## src/verilog/ssc_pkg.sv

```systemverilog
// ssc_pkg: constants and types of the sync serial port core
package ssc_pkg;
  // register byte offsets
  localparam logic [7:0] OFS_CTRL0 = 8'h00;
  localparam logic [7:0] OFS_CTRL1 = 8'h04;
  localparam logic [7:0] OFS_DATA  = 8'h08;
  localparam logic [7:0] OFS_STAT  = 8'h0C;
  localparam logic [7:0] OFS_PRESC = 8'h10;
  localparam logic [7:0] OFS_MASK  = 8'h14;
  localparam logic [7:0] OFS_RAW   = 8'h18;
  localparam logic [7:0] OFS_MSKD  = 8'h1C;
  localparam logic [7:0] OFS_ICLR  = 8'h20;
  // field positions
  localparam int ICLR_OVR_BIT = 0;
  localparam int ICLR_TMO_BIT = 1;
  // reset values
  localparam logic [15:0] CTRL0_RST = 16'h0000;
  localparam logic [1:0]  CTRL1_RST = 2'h0;
  localparam logic [7:0]  PRESC_RST = 8'h00;
  localparam logic [3:0]  MASK_RST  = 4'h0;
  // sizes and counts
  localparam int          FIFO_W      = 16;
  localparam int          FIFO_D      = 8;
  localparam logic [3:0]  FIFO_FULL   = 4'h8;
  localparam logic [3:0]  TX_IRQ_LVL  = 4'h4;
  localparam logic [3:0]  RX_IRQ_LVL  = 4'h4;
  localparam logic [5:0]  TMO_BITS    = 6'h20;
  localparam logic [4:0]  CW_BITS     = 5'h08;
  localparam logic [3:0]  SIZE_MIN_M1 = 4'h3;

  typedef enum logic [1:0] {
    FMT_FOUR  = 2'h0,
    FMT_PULSE = 2'h1,
    FMT_CTRL  = 2'h2
  } ssc_fmt_t;

  typedef struct packed {
    logic [7:0] rate;
    logic       pha;
    logic       pol;
    ssc_fmt_t   fmt;
    logic [3:0] size;
  } ssc_ctrl0_t;

  typedef struct packed {
    logic slave;
    logic enable;
  } ssc_ctrl1_t;

  typedef struct packed {
    logic tx;
    logic rx;
    logic tmo;
    logic ovr;
  } ssc_irq_t;

  typedef enum logic [2:0] {
    ST_IDLE = 3'b001,
    ST_RUN  = 3'b010,
    ST_GAP  = 3'b100
  } ssc_state_t;
endpackage

```

## src/verilog/ssc_core.sv

```systemverilog
// ssc_core: register-mapped synchronous serial port with fifos
//
// Design decisions made here: register access over Avalon-MM and the register offsets.
`timescale 1ns/10ps
`default_nettype none
module ssc_core (
  // system
  input  wire logic        clock,
  input  wire logic        nrst,
  // avalon-mm slave
  input  wire logic [7:0]  address,
  input  wire logic        read,
  input  wire logic        write,
  input  wire logic [31:0] writedata,
  output logic      [31:0] readdata,
  output logic             waitrequest,
  // serial pins
  input  wire logic        serialClockIn,
  output logic             serialClockOut,
  output logic             serialClockOeN,
  input  wire logic        frameSelectIn,
  output logic             frameSelectOut,
  output logic             frameSelectOeN,
  input  wire logic        serialDataIn,
  output logic             serialDataOut,
  output logic             serialDataOeN,
  // interrupt
  output logic             combinedIrq
);
  function automatic logic hit(input logic [7:0] a, input logic [7:0] ofs);
    return a[7:2] == ofs[7:2];
  endfunction

  ssc_pkg::ssc_ctrl0_t ctrl0_q;
  ssc_pkg::ssc_ctrl1_t ctrl1_q;
  ssc_pkg::ssc_irq_t   mask_q;
  ssc_pkg::ssc_irq_t   raw;
  ssc_pkg::ssc_irq_t   masked;
  ssc_pkg::ssc_state_t state_q, state_d;
  logic [7:0]  presc_q;
  logic [6:0]  preCnt_q;
  logic [7:0]  rateCnt_q;
  logic        halfPar_q;
  logic [4:0]  slot_q, slot_d;
  logic        inB_q, inB_d;
  logic        arm_q, arm_d;
  logic [15:0] txSh_q, txSh_d;
  logic [15:0] rxSh_q, rxSh_d;
  logic [15:0] rxWord;
  logic        txPopE, rxDoneE, frameStart, mStart;
  logic        clkPrev_q;
  logic [5:0]  idleCnt_q;
  logic        tmo_q, ovr_q;
  logic [1:0]  fPush, fPop;
  logic [15:0] fDin [2];
  logic [15:0] fHead [2];
  logic [3:0]  fCnt [2];

  // bus decode
  wire logic wrEn   = write & ~waitrequest;
  wire logic rdEn   = read & ~waitrequest;
  wire logic clrOvr = wrEn & hit(address, ssc_pkg::OFS_ICLR)
                      & writedata[ssc_pkg::ICLR_OVR_BIT];
  wire logic clrTmo = wrEn & hit(address, ssc_pkg::OFS_ICLR)
                      & writedata[ssc_pkg::ICLR_TMO_BIT];

  // fifo levels
  wire logic [3:0] txCnt   = fCnt[0];
  wire logic [3:0] rxCnt   = fCnt[1];
  wire logic       txEmpty = txCnt == 4'h0;
  wire logic       rxFull  = rxCnt == ssc_pkg::FIFO_FULL;
  wire logic       rxPop   = rdEn & hit(address, ssc_pkg::OFS_DATA) & (rxCnt != 4'h0);
  // a read in the same cycle frees the slot for the finishing word
  wire logic       rxRoom  = ~rxFull | rxPop;

  // fifos: index 0 transmit, 1 receive
  assign fPush[0] = wrEn & hit(address, ssc_pkg::OFS_DATA) & (txCnt != ssc_pkg::FIFO_FULL);
  assign fDin[0]  = writedata[15:0];
  assign fPop[0]  = txPopE;
  assign fPush[1] = rxDoneE & rxRoom & ~ovr_q;
  assign fDin[1]  = rxWord;
  assign fPop[1]  = rxPop;

  for (genvar g = 0; g < 2; g++) begin : g_fifo
    logic [15:0] mem_q [ssc_pkg::FIFO_D];
    logic [2:0]  wp_q;
    logic [2:0]  rp_q;
    logic [3:0]  cnt_q;
    always_ff @(posedge clock) begin
      if (fPush[g]) begin
        mem_q[wp_q] <= fDin[g];
      end
    end
    always_ff @(posedge clock or negedge nrst) begin
      if (!nrst) begin
        wp_q  <= 3'h0;
        rp_q  <= 3'h0;
        cnt_q <= 4'h0;
      end else begin
        wp_q  <= wp_q + {2'h0, fPush[g]};
        rp_q  <= rp_q + {2'h0, fPop[g]};
        cnt_q <= cnt_q + {3'h0, fPush[g]} - {3'h0, fPop[g]};
      end
    end
    assign fHead[g] = mem_q[rp_q];
    assign fCnt[g]  = cnt_q;
  end

  // prescaler: lsb of divisor dropped, so only even ratios
  wire logic [6:0] halfDiv  = (presc_q[7:1] == 7'h00) ? 7'h01 : presc_q[7:1];
  wire logic       preWrap  = preCnt_q == halfDiv - 7'h01;
  wire logic       rateWrap = rateCnt_q == ctrl0_q.rate;
  wire logic       halfTick = preWrap & rateWrap;
  wire logic       bitTick  = halfTick & halfPar_q;

  // frame geometry
  wire logic isPulse = ctrl0_q.fmt == ssc_pkg::FMT_PULSE;
  wire logic isCtrl  = ctrl0_q.fmt == ssc_pkg::FMT_CTRL;
  wire logic isFour  = ~isPulse & ~isCtrl;
  wire logic [4:0] nBits = (ctrl0_q.size < ssc_pkg::SIZE_MIN_M1) ? 5'h04
                           : {1'b0, ctrl0_q.size} + 5'h01;
  wire logic [4:0] rxFirst  = isPulse ? 5'h01 : isCtrl ? ssc_pkg::CW_BITS + 5'h01 : 5'h00;
  wire logic [4:0] txFirst  = isPulse ? 5'h01 : 5'h00;
  wire logic [4:0] txLast   = isCtrl ? ssc_pkg::CW_BITS - 5'h01
                              : isPulse ? nBits : nBits - 5'h01;
  wire logic [4:0] lastSlot = rxFirst + nBits - 5'h01;
  wire logic [4:0] txAlign  = isCtrl ? ssc_pkg::CW_BITS : 5'h10 - nBits;
  // msb first: word is left-aligned in the shifter
  wire logic [15:0] loadWord = txEmpty ? 16'h0000 : fHead[0] << txAlign;
  wire logic [15:0] rxMask   = 16'hFFFF >> (5'h10 - nBits);
  wire logic [15:0] rxIn     = {rxSh_q[14:0], serialDataIn};

  // slave edge detection, pins taken as synchronous
  wire logic rise     = serialClockIn & ~clkPrev_q;
  wire logic fall     = ~serialClockIn & clkPrev_q;
  wire logic lead     = ctrl0_q.pol ? fall : rise;
  wire logic trail    = ctrl0_q.pol ? rise : fall;
  wire logic shiftEv  = isPulse ? rise : ctrl0_q.pha ? lead : trail;
  wire logic sampleEv = isPulse ? fall : ctrl0_q.pha ? trail : lead;
  wire logic slvStart = isPulse ? (fall & frameSelectIn) : ~frameSelectIn;
  wire logic run      = state_q == ssc_pkg::ST_RUN;
  wire logic txReady  = ~txEmpty & ~ctrl1_q.slave;

  always_comb begin
    state_d    = state_q;
    slot_d     = slot_q;
    inB_d      = inB_q;
    arm_d      = arm_q;
    txSh_d     = txSh_q;
    rxSh_d     = rxSh_q;
    rxWord     = rxSh_q & rxMask;
    txPopE     = 1'b0;
    rxDoneE    = 1'b0;
    frameStart = 1'b0;
    mStart     = 1'b0;
    if (!ctrl1_q.enable) begin
      state_d = ssc_pkg::ST_IDLE;
      slot_d  = 5'h00;
      inB_d   = 1'b0;
    end else if (ctrl1_q.slave) begin
      case (state_q)
        ssc_pkg::ST_IDLE: begin
          if (slvStart) begin
            state_d    = ssc_pkg::ST_RUN;
            slot_d     = 5'h00;
            txSh_d     = loadWord;
            txPopE     = ~txEmpty;
            arm_d      = isFour & ~ctrl0_q.pha;
            frameStart = 1'b1;
          end
        end
        ssc_pkg::ST_RUN: begin
          if (isFour & frameSelectIn) begin
            state_d = ssc_pkg::ST_IDLE;
          end else begin
            if (shiftEv) begin
              if (arm_q) begin
                txSh_d = txSh_q << 1;
              end
              arm_d = 1'b1;
            end
            if (sampleEv) begin
              rxSh_d = rxIn;
              slot_d = slot_q + 5'h01;
              if (slot_q == nBits - 5'h01) begin
                rxWord  = rxIn & rxMask;
                rxDoneE = 1'b1;
                slot_d  = 5'h00;
                txSh_d  = loadWord;
                txPopE  = ~txEmpty;
                arm_d   = isFour & ~ctrl0_q.pha;
                if (isPulse) begin
                  state_d = ssc_pkg::ST_IDLE;
                end
              end
            end
          end
        end
        default: state_d = ssc_pkg::ST_IDLE;
      endcase
    end else begin
      case (state_q)
        ssc_pkg::ST_IDLE: mStart = halfTick & txReady;
        ssc_pkg::ST_RUN: begin
          if (halfTick) begin
            inB_d = ~inB_q;
            if (!inB_q) begin
              if (slot_q >= rxFirst) begin
                rxSh_d = rxIn;
              end
            end else if (slot_q == lastSlot) begin
              rxDoneE = 1'b1;
              state_d = isPulse ? ssc_pkg::ST_IDLE : ssc_pkg::ST_GAP;
              mStart  = isPulse & txReady;  // back to back pulse frames
            end else begin
              slot_d = slot_q + 5'h01;
              if (slot_q >= txFirst && slot_q < txLast) begin
                txSh_d = txSh_q << 1;
              end
            end
          end
        end
        ssc_pkg::ST_GAP: begin
          // one bit of deselect between frames
          if (halfTick) begin
            inB_d = ~inB_q;
            if (inB_q) begin
              state_d = ssc_pkg::ST_IDLE;
            end
          end
        end
        default: state_d = ssc_pkg::ST_IDLE;
      endcase
      if (mStart) begin
        state_d    = ssc_pkg::ST_RUN;
        slot_d     = 5'h00;
        inB_d      = 1'b0;
        txSh_d     = loadWord;
        txPopE     = 1'b1;
        frameStart = 1'b1;
      end
    end
  end

  // pin values
  wire logic sckIdle = isFour & ctrl0_q.pol;
  wire logic sckRun  = isFour ? ctrl0_q.pol ^ (ctrl0_q.pha ? ~inB_q : inB_q)
                       : isPulse ? ~inB_q : inB_q;
  wire logic sckD    = run ? sckRun : sckIdle;
  wire logic selD    = isPulse ? (run & slot_q == 5'h00) : ~run;
  wire logic doD     = run & ~(isCtrl & slot_q >= ssc_pkg::CW_BITS) & txSh_q[15];
  wire logic doOeND  = ctrl1_q.slave ? ~run
                       : isPulse ? ~(run & slot_q != 5'h00) : ~ctrl1_q.enable;

  // timeout and overrun
  wire logic idleOk = ~run & (rxCnt != 4'h0) & ~rxPop;
  wire logic tmoSet = idleOk & bitTick & (idleCnt_q == ssc_pkg::TMO_BITS - 6'h01);
  wire logic ovrSet = (rxDoneE & ~rxRoom) | (frameStart & rxFull);
  wire logic tmoClr = clrTmo | (frameStart & ~rxFull);

  assign raw = '{tx:  (txCnt <= ssc_pkg::TX_IRQ_LVL) | ~ctrl1_q.enable,
                 rx:  rxCnt >= ssc_pkg::RX_IRQ_LVL,
                 tmo: tmo_q,
                 ovr: ovr_q};
  assign masked = raw & mask_q;

  wire logic [4:0] status = {run, rxFull, rxCnt != 4'h0, txCnt != ssc_pkg::FIFO_FULL, txEmpty};
  wire logic [31:0] rdMux =
      hit(address, ssc_pkg::OFS_CTRL0) ? {16'h0000, ctrl0_q}
    : hit(address, ssc_pkg::OFS_CTRL1) ? {29'h0000_0000, ctrl1_q, 1'b0}
    : hit(address, ssc_pkg::OFS_DATA)  ? {16'h0000, fHead[1] & {16{rxCnt != 4'h0}}}
    : hit(address, ssc_pkg::OFS_STAT)  ? {27'h0000_000, status}
    : hit(address, ssc_pkg::OFS_PRESC) ? {24'h0000_00, presc_q}
    : hit(address, ssc_pkg::OFS_MASK)  ? {28'h0000_000, mask_q}
    : hit(address, ssc_pkg::OFS_RAW)   ? {28'h0000_000, raw}
    : hit(address, ssc_pkg::OFS_MSKD)  ? {28'h0000_000, masked}
    : 32'h0000_0000;

  // bus slave: one wait cycle, then the access completes
  always_ff @(posedge clock or negedge nrst) begin
    if (!nrst) begin
      waitrequest <= 1'b1;
      readdata    <= 32'h0000_0000;
    end else begin
      waitrequest <= ~((read | write) & waitrequest);
      if (read & waitrequest) begin
        readdata <= rdMux;
      end
    end
  end

  always_ff @(posedge clock or negedge nrst) begin
    if (!nrst) begin
      ctrl0_q <= ssc_pkg::CTRL0_RST;
      ctrl1_q <= ssc_pkg::CTRL1_RST;
      presc_q <= ssc_pkg::PRESC_RST;
      mask_q  <= ssc_pkg::MASK_RST;
    end else if (wrEn) begin
      if (hit(address, ssc_pkg::OFS_CTRL0)) ctrl0_q <= writedata[15:0];
      if (hit(address, ssc_pkg::OFS_CTRL1)) ctrl1_q <= writedata[2:1];
      if (hit(address, ssc_pkg::OFS_PRESC)) presc_q <= writedata[7:0];
      if (hit(address, ssc_pkg::OFS_MASK))  mask_q  <= writedata[3:0];
    end
  end

  // free-running two-stage prescaler
  always_ff @(posedge clock or negedge nrst) begin
    if (!nrst) begin
      preCnt_q  <= 7'h00;
      rateCnt_q <= 8'h00;
      halfPar_q <= 1'b0;
    end else begin
      preCnt_q  <= preWrap ? 7'h00 : preCnt_q + 7'h01;
      rateCnt_q <= !preWrap ? rateCnt_q : rateWrap ? 8'h00 : rateCnt_q + 8'h01;
      halfPar_q <= halfPar_q ^ halfTick;
    end
  end

  always_ff @(posedge clock or negedge nrst) begin
    if (!nrst) begin
      state_q   <= ssc_pkg::ST_IDLE;
      slot_q    <= 5'h00;
      inB_q     <= 1'b0;
      arm_q     <= 1'b0;
      txSh_q    <= 16'h0000;
      rxSh_q    <= 16'h0000;
      clkPrev_q <= 1'b0;
    end else begin
      state_q   <= state_d;
      slot_q    <= slot_d;
      inB_q     <= inB_d;
      arm_q     <= arm_d;
      txSh_q    <= txSh_d;
      rxSh_q    <= rxSh_d;
      clkPrev_q <= serialClockIn;
    end
  end

  // set wins over clear on both flags
  always_ff @(posedge clock or negedge nrst) begin
    if (!nrst) begin
      idleCnt_q <= 6'h00;
      tmo_q     <= 1'b0;
      ovr_q     <= 1'b0;
    end else begin
      idleCnt_q <= !idleOk ? 6'h00
                   : (bitTick && idleCnt_q != ssc_pkg::TMO_BITS) ? idleCnt_q + 6'h01
                   : idleCnt_q;
      tmo_q     <= tmoSet | (tmo_q & ~tmoClr);
      ovr_q     <= ovrSet | (ovr_q & ~clrOvr);
    end
  end

  // registered pins; slave leaves clock and select undriven
  always_ff @(posedge clock or negedge nrst) begin
    if (!nrst) begin
      serialClockOut <= 1'b0;
      serialClockOeN <= 1'b0;
      frameSelectOut <= 1'b1;
      frameSelectOeN <= 1'b0;
      serialDataOut  <= 1'b0;
      serialDataOeN  <= 1'b1;
      combinedIrq    <= 1'b0;
    end else begin
      serialClockOut <= sckD;
      serialClockOeN <= ctrl1_q.slave;
      frameSelectOut <= selD;
      frameSelectOeN <= ctrl1_q.slave;
      serialDataOut  <= doD;
      serialDataOeN  <= doOeND;
      combinedIrq    <= |masked;
    end
  end
endmodule
`default_nettype wire

```

## config.mk

```make
export PLATFORM = sky130hd
export DESIGN_NAME = ssc_core
export DESIGN_NICKNAME = d
export VERILOG_FILES = /design/src/verilog/ssc_pkg.sv /design/src/verilog/ssc_core.sv
export SDC_FILE = /design/constraint.sdc
export NUM_CORES = 1
export LEC_CHECK = 0
export BUFFER_PORTS_ARGS = -buffer_cell sky130_fd_sc_hd__buf_2
export CAP_MARGIN = 15
export CORE_UTILIZATION = 50
export CTS_CLUSTER_DIAMETER = 100
export CTS_CLUSTER_SIZE = 28
export DETAILED_ROUTE_END_ITERATION = 6
export PLACE_DENSITY = 0.67
export RECOVER_POWER = 100
export SLEW_MARGIN = 10
export SYNTH_ARGS = -nofsm -noshare
export SYNTH_HDL_FRONTEND = slang
export SYNTH_SLANG_ARGS = --single-unit
```

## constraint.sdc

```tcl
create_clock -name clock -period 7.1 [get_ports clock]
set_input_delay 0 -clock clock [delete_from_list [all_inputs] [get_ports clock]]
set_output_delay 0 -clock clock [all_outputs]
set_load 0.01 [all_outputs]
```

==> results.py <==
metrics = {
    "logic_synthesis": {
        "async_flop_share_pct": 35.35,
        "yosysSeqAreaShare_pct": 58.69,
        "syn_area_sq_um": 19080,
        "syn_avg_cell_area_sq_um": 13.25,
        "yosysTopAreaCellShare_pct": 40.30,
        "yosys.cell_types.count": 88,
        "yosysWarnings": 0,
        "synth_top_area_cell": "edfxtp_1",
        "synth_edf_count": 256,
        "ys_seq_elements": 396,
        "synth_flop_cell": "edfxtp_1",
        "synth_cells": 1440,
        "synth_area_leaders": "edfxtp_1, dfrtp_1, mux4_2",
    },
    "timing": {
        "fin_hold_ws_ns": 0.05577,
        "worstMarginPinSlew_ns": 3.959,
        "finalSetupViolCount": 0,
        "skew_ns": 0.01997,
        "finalCritPeriodShare_pct": 86.49,
        "slew-limit-headroom_pct": -163.9,
        "rsz0062_at_grt": "false",
        "fin_ws_ns": 0.9590,
        "fmax_mhz": 162.8,
        "hold_viol_final": 0,
        "slew_viol_final": 176,
        "fin_setup_tns_ns": 0,
        "period_needed_ns": 6.141,
    },
    "place": {
        "portBuffers": 52,
        "place_ws_ns": 1.619,
        "hpwl_um": 30020,
        "post-place-cells": 1965,
        "globalplace.congestion": 0.8802,
        "dpl-instance-area_sq_um": 19900,
    },
    "grt": {
        "overflow": 0,
        "grt_pass1_vias": 12000,
        "grt_max_degree": 73,
        "grt_usage_pct": 22.78,
        "antenna_found_initial": 0,
        "grt_first_pass_wirelength_um": 68210,
    },
    "power": {
        "p_leak_nw": 7.635,
        "pwr_density_cell_nw_per_um2": 264.1,
        "pwr-share-clk_pct": 23.2,
        "vdd_drop_max_mv": 0.2014,
        "combPwrFrac_pct": 26.9,
        "seqPwrFrac_pct": 49.9,
        "p_total_mw": 5.424,
        "swShare_pct": 31.14,
        "intPower_mw": 3.735,
        "switching_power_mw": 1.689,
    },
    "drt": {
        "drtIter0Drc": 1081,
        "drc": 0,
        "ant_nets": 0,
        "dr_total_vias": 12160,
        "via_per_inst": 6.018,
        "post_drt_wl_per_cell_um": 21.65,
        "routed_wl_um": 43760,
        "first_pass_iters": 5,
    },
    "setup_path": {
        "critical_path.cell_chain": "ha_1 > or3_1 > nand2_1 > ha_1 > o211ai_1 > a31o_2 > xnor2_1 > or4b_1 > or3_1 > a211oi_1 > nand2_1 > nor3_1 > clkbuf_2",
        "crit_type": "flop to flop",
        "arrival_ns": 6.31,
        "cpPeakStageDelay_ns": 0.81,
        "critPathRequiredTime_ns": 7.27,
        "crit_slowest_cell": "or3_1",
        "worst-path-buf-inv": 1,
        "startpoint_type": "flop",
        "path_delay_family": "simple AND/OR/NAND/NOR gates",
        "worst_setup_path_end_kind": "flop",
        "crit_path_max_fanout": 18,
    },
    "floorplanning": {
        "die-area_sq_um": 38940,
        "rows": 71,
        "die_x_um": 197.3,
        "initial_utilization_pct": 50.76,
        "dieHeight_um": 197.3,
        "core_area_sq_um": 37580,
        "ioPinCount": 87,
    },
    "cells_and_area": {
        "num_antenna_cells": 0,
        "fin_cells": 2021,
        "layout-area-overhead-vs-synth_pct": 7.641,
        "final_core_util_pct": 54.64,
        "drive_gt1_share_pct": 10.73,
        "design_area_sq_um": 20530,
        "finalNetCount": 1596,
    },
    "clock_network": {
        "clk_pin_slew_ns": 0.11,
        "root_buffer": "clkbuf_16",
        "cts_max_level": 1,
        "clock_latency_ns": 0.53,
        "cts_buffers": 18,
        "clock-sinks": 396,
        "cts_tree": "yes",
        "clockBufferDepth": 3,
    },
    "min_path": {
        "min_path_type": "input pin to flop",
    },
    "outcome": {
        "outcome": "complete, but fails checks",
        "violations": "capacitance limit, slew limit",
    },
    "run": {
        "maxCapViolations": 3,
    },
}
state kept, by name, indices dropped and copies added, names as in the netlist, 2 cells and up:
register / count
g_fifo.rp_q: 6
slot_q: 5
rateCnt_q: 8
mask_q: 4
preCnt_q: 7
presc_q: 8
readdata: 16
rxSh_q: 16
g_fifo.wp_q: 6
ctrl1_q: 2
txSh_q: 16
g_fifo.cnt_q: 8
state_q: 3
ctrl0_q: 16
g_fifo.mem_q: 256
idleCnt_q: 6
power by group through the flow:
| stage | registers (mW) | logic (mW) | clock network [mW] |
|---|---|---|---|
| final | 2.71 | 1.46 | 1.26 |
| after global routing | 2.73 | 1.60 | 1.36 |
| after CTS | 2.71 | 1.46 | 1.29 |
| after floorplan | 2.70 | 1.11 | 0 |
| after detailed placement | 2.76 | 1.45 | 0 |
| after global placement | 2.75 | 1.41 | 0 |
routing by layer:
layer | GRT usage (%) | vias to the layer above | routed length [um]
li1 | - | 5572 | -
met1 | 31.30 | 6169 | 18910
met2 | 38.73 | 350 | 21650
met3 | 2.032 | 72 | 2062
met4 | 6.546 | 0 | 1139
met5 | 0 | - | 0
final timing paths:
path / from / end / slack (ns) / cells after the start
min in group asynchronous: nrst / txSh_q[5]$_DFFE_PN0P_ / 1.40 / 2
max reg2reg: ctrl0_q[0]$_DFFE_PN0P_ / g_fifo[1].mem_q[1][9]$_DFFE_PP_ / 0.96 / 13
min: address[5] / ovr_q$_DFF_PN0_ / 0.06 / 5
min reg2reg: readdata[7]$_DFFE_PN0P_ / readdata[7]$_DFFE_PN0P_ / 0.49 / 2
max in group asynchronous: nrst / g_fifo[0].rp_q[1]$_DFF_PN0_ / 2.29 / 3
max: ctrl0_q[0]$_DFFE_PN0P_ / g_fifo[1].mem_q[1][9]$_DFFE_PP_ / 0.96 / 13
synth_stat cells, types with 38 or more instances:
library cell / instances
mux4_2: 45
dfrtp_1: 136
edfxtp_1: 256
nor2_1: 94
ha_1: 49
mux2_2: 43
a21oi_1: 38
mux2i_1: 83
inv_1: 48
clkbuf_1: 48
nand2_1: 86
o21ai_0: 61
final cells by class:
type | instances | area (sq um)
clock inverters | 3 | 57.56
flip-flops and latches | 396 | 11200
multi-input cells | 923 | 7311
repair buffers | 109 | 626.9
clock buffers | 29 | 513.0
well taps | 511 | 639.4
inverters | 50 | 187.7
fillers | 3113 | 17040
worst min-delay path: cells and delay by family:
family / cells / cell delay (ns)
simple gates: 2 / 0.26
buf+inv: 1 / 0.14
compound gates: 2 / 0.14
cells in the final DEF (no fill, tap or decap), drive strengths merged, types with 29 or more instances in the layout:
| cell | count |
|---|---|
| inv | 49 |
| o21ai | 62 |
| a22oi | 32 |
| mux2 | 54 |
| mux2i | 83 |
| a21oi | 38 |
| ha | 49 |
| nor2 | 95 |
| edfxtp | 256 |
| mux4 | 45 |
| clkbuf | 91 |
| dfrtp | 136 |
| nand2 | 86 |
| nand3 | 29 |
timing repair:
action | in CTS | in global routing
buffers inserted | 0 | 0
hold buffers | 24 | 0
endpoints found under the hold margin | 230 | 0
gates resized for setup | 0 | 0
kinds of logic (layout without fill, tap and decap cells):
family | Yosys count | after routing | synth area share [%]
compound gates | 284 | 284 | 10.49
fa+ha+maj | 51 | 51 | 3.424
simple gates | 338 | 338 | 8.868
xor+xnor | 52 | 52 | 2.466
other cells | 1 | 16 | 0.01966
buf+inv | 136 | 191 | 3.161
mux | 182 | 182 | 12.88
flops | 396 | 396 | 58.69
(Power assumes the default switching activity.)
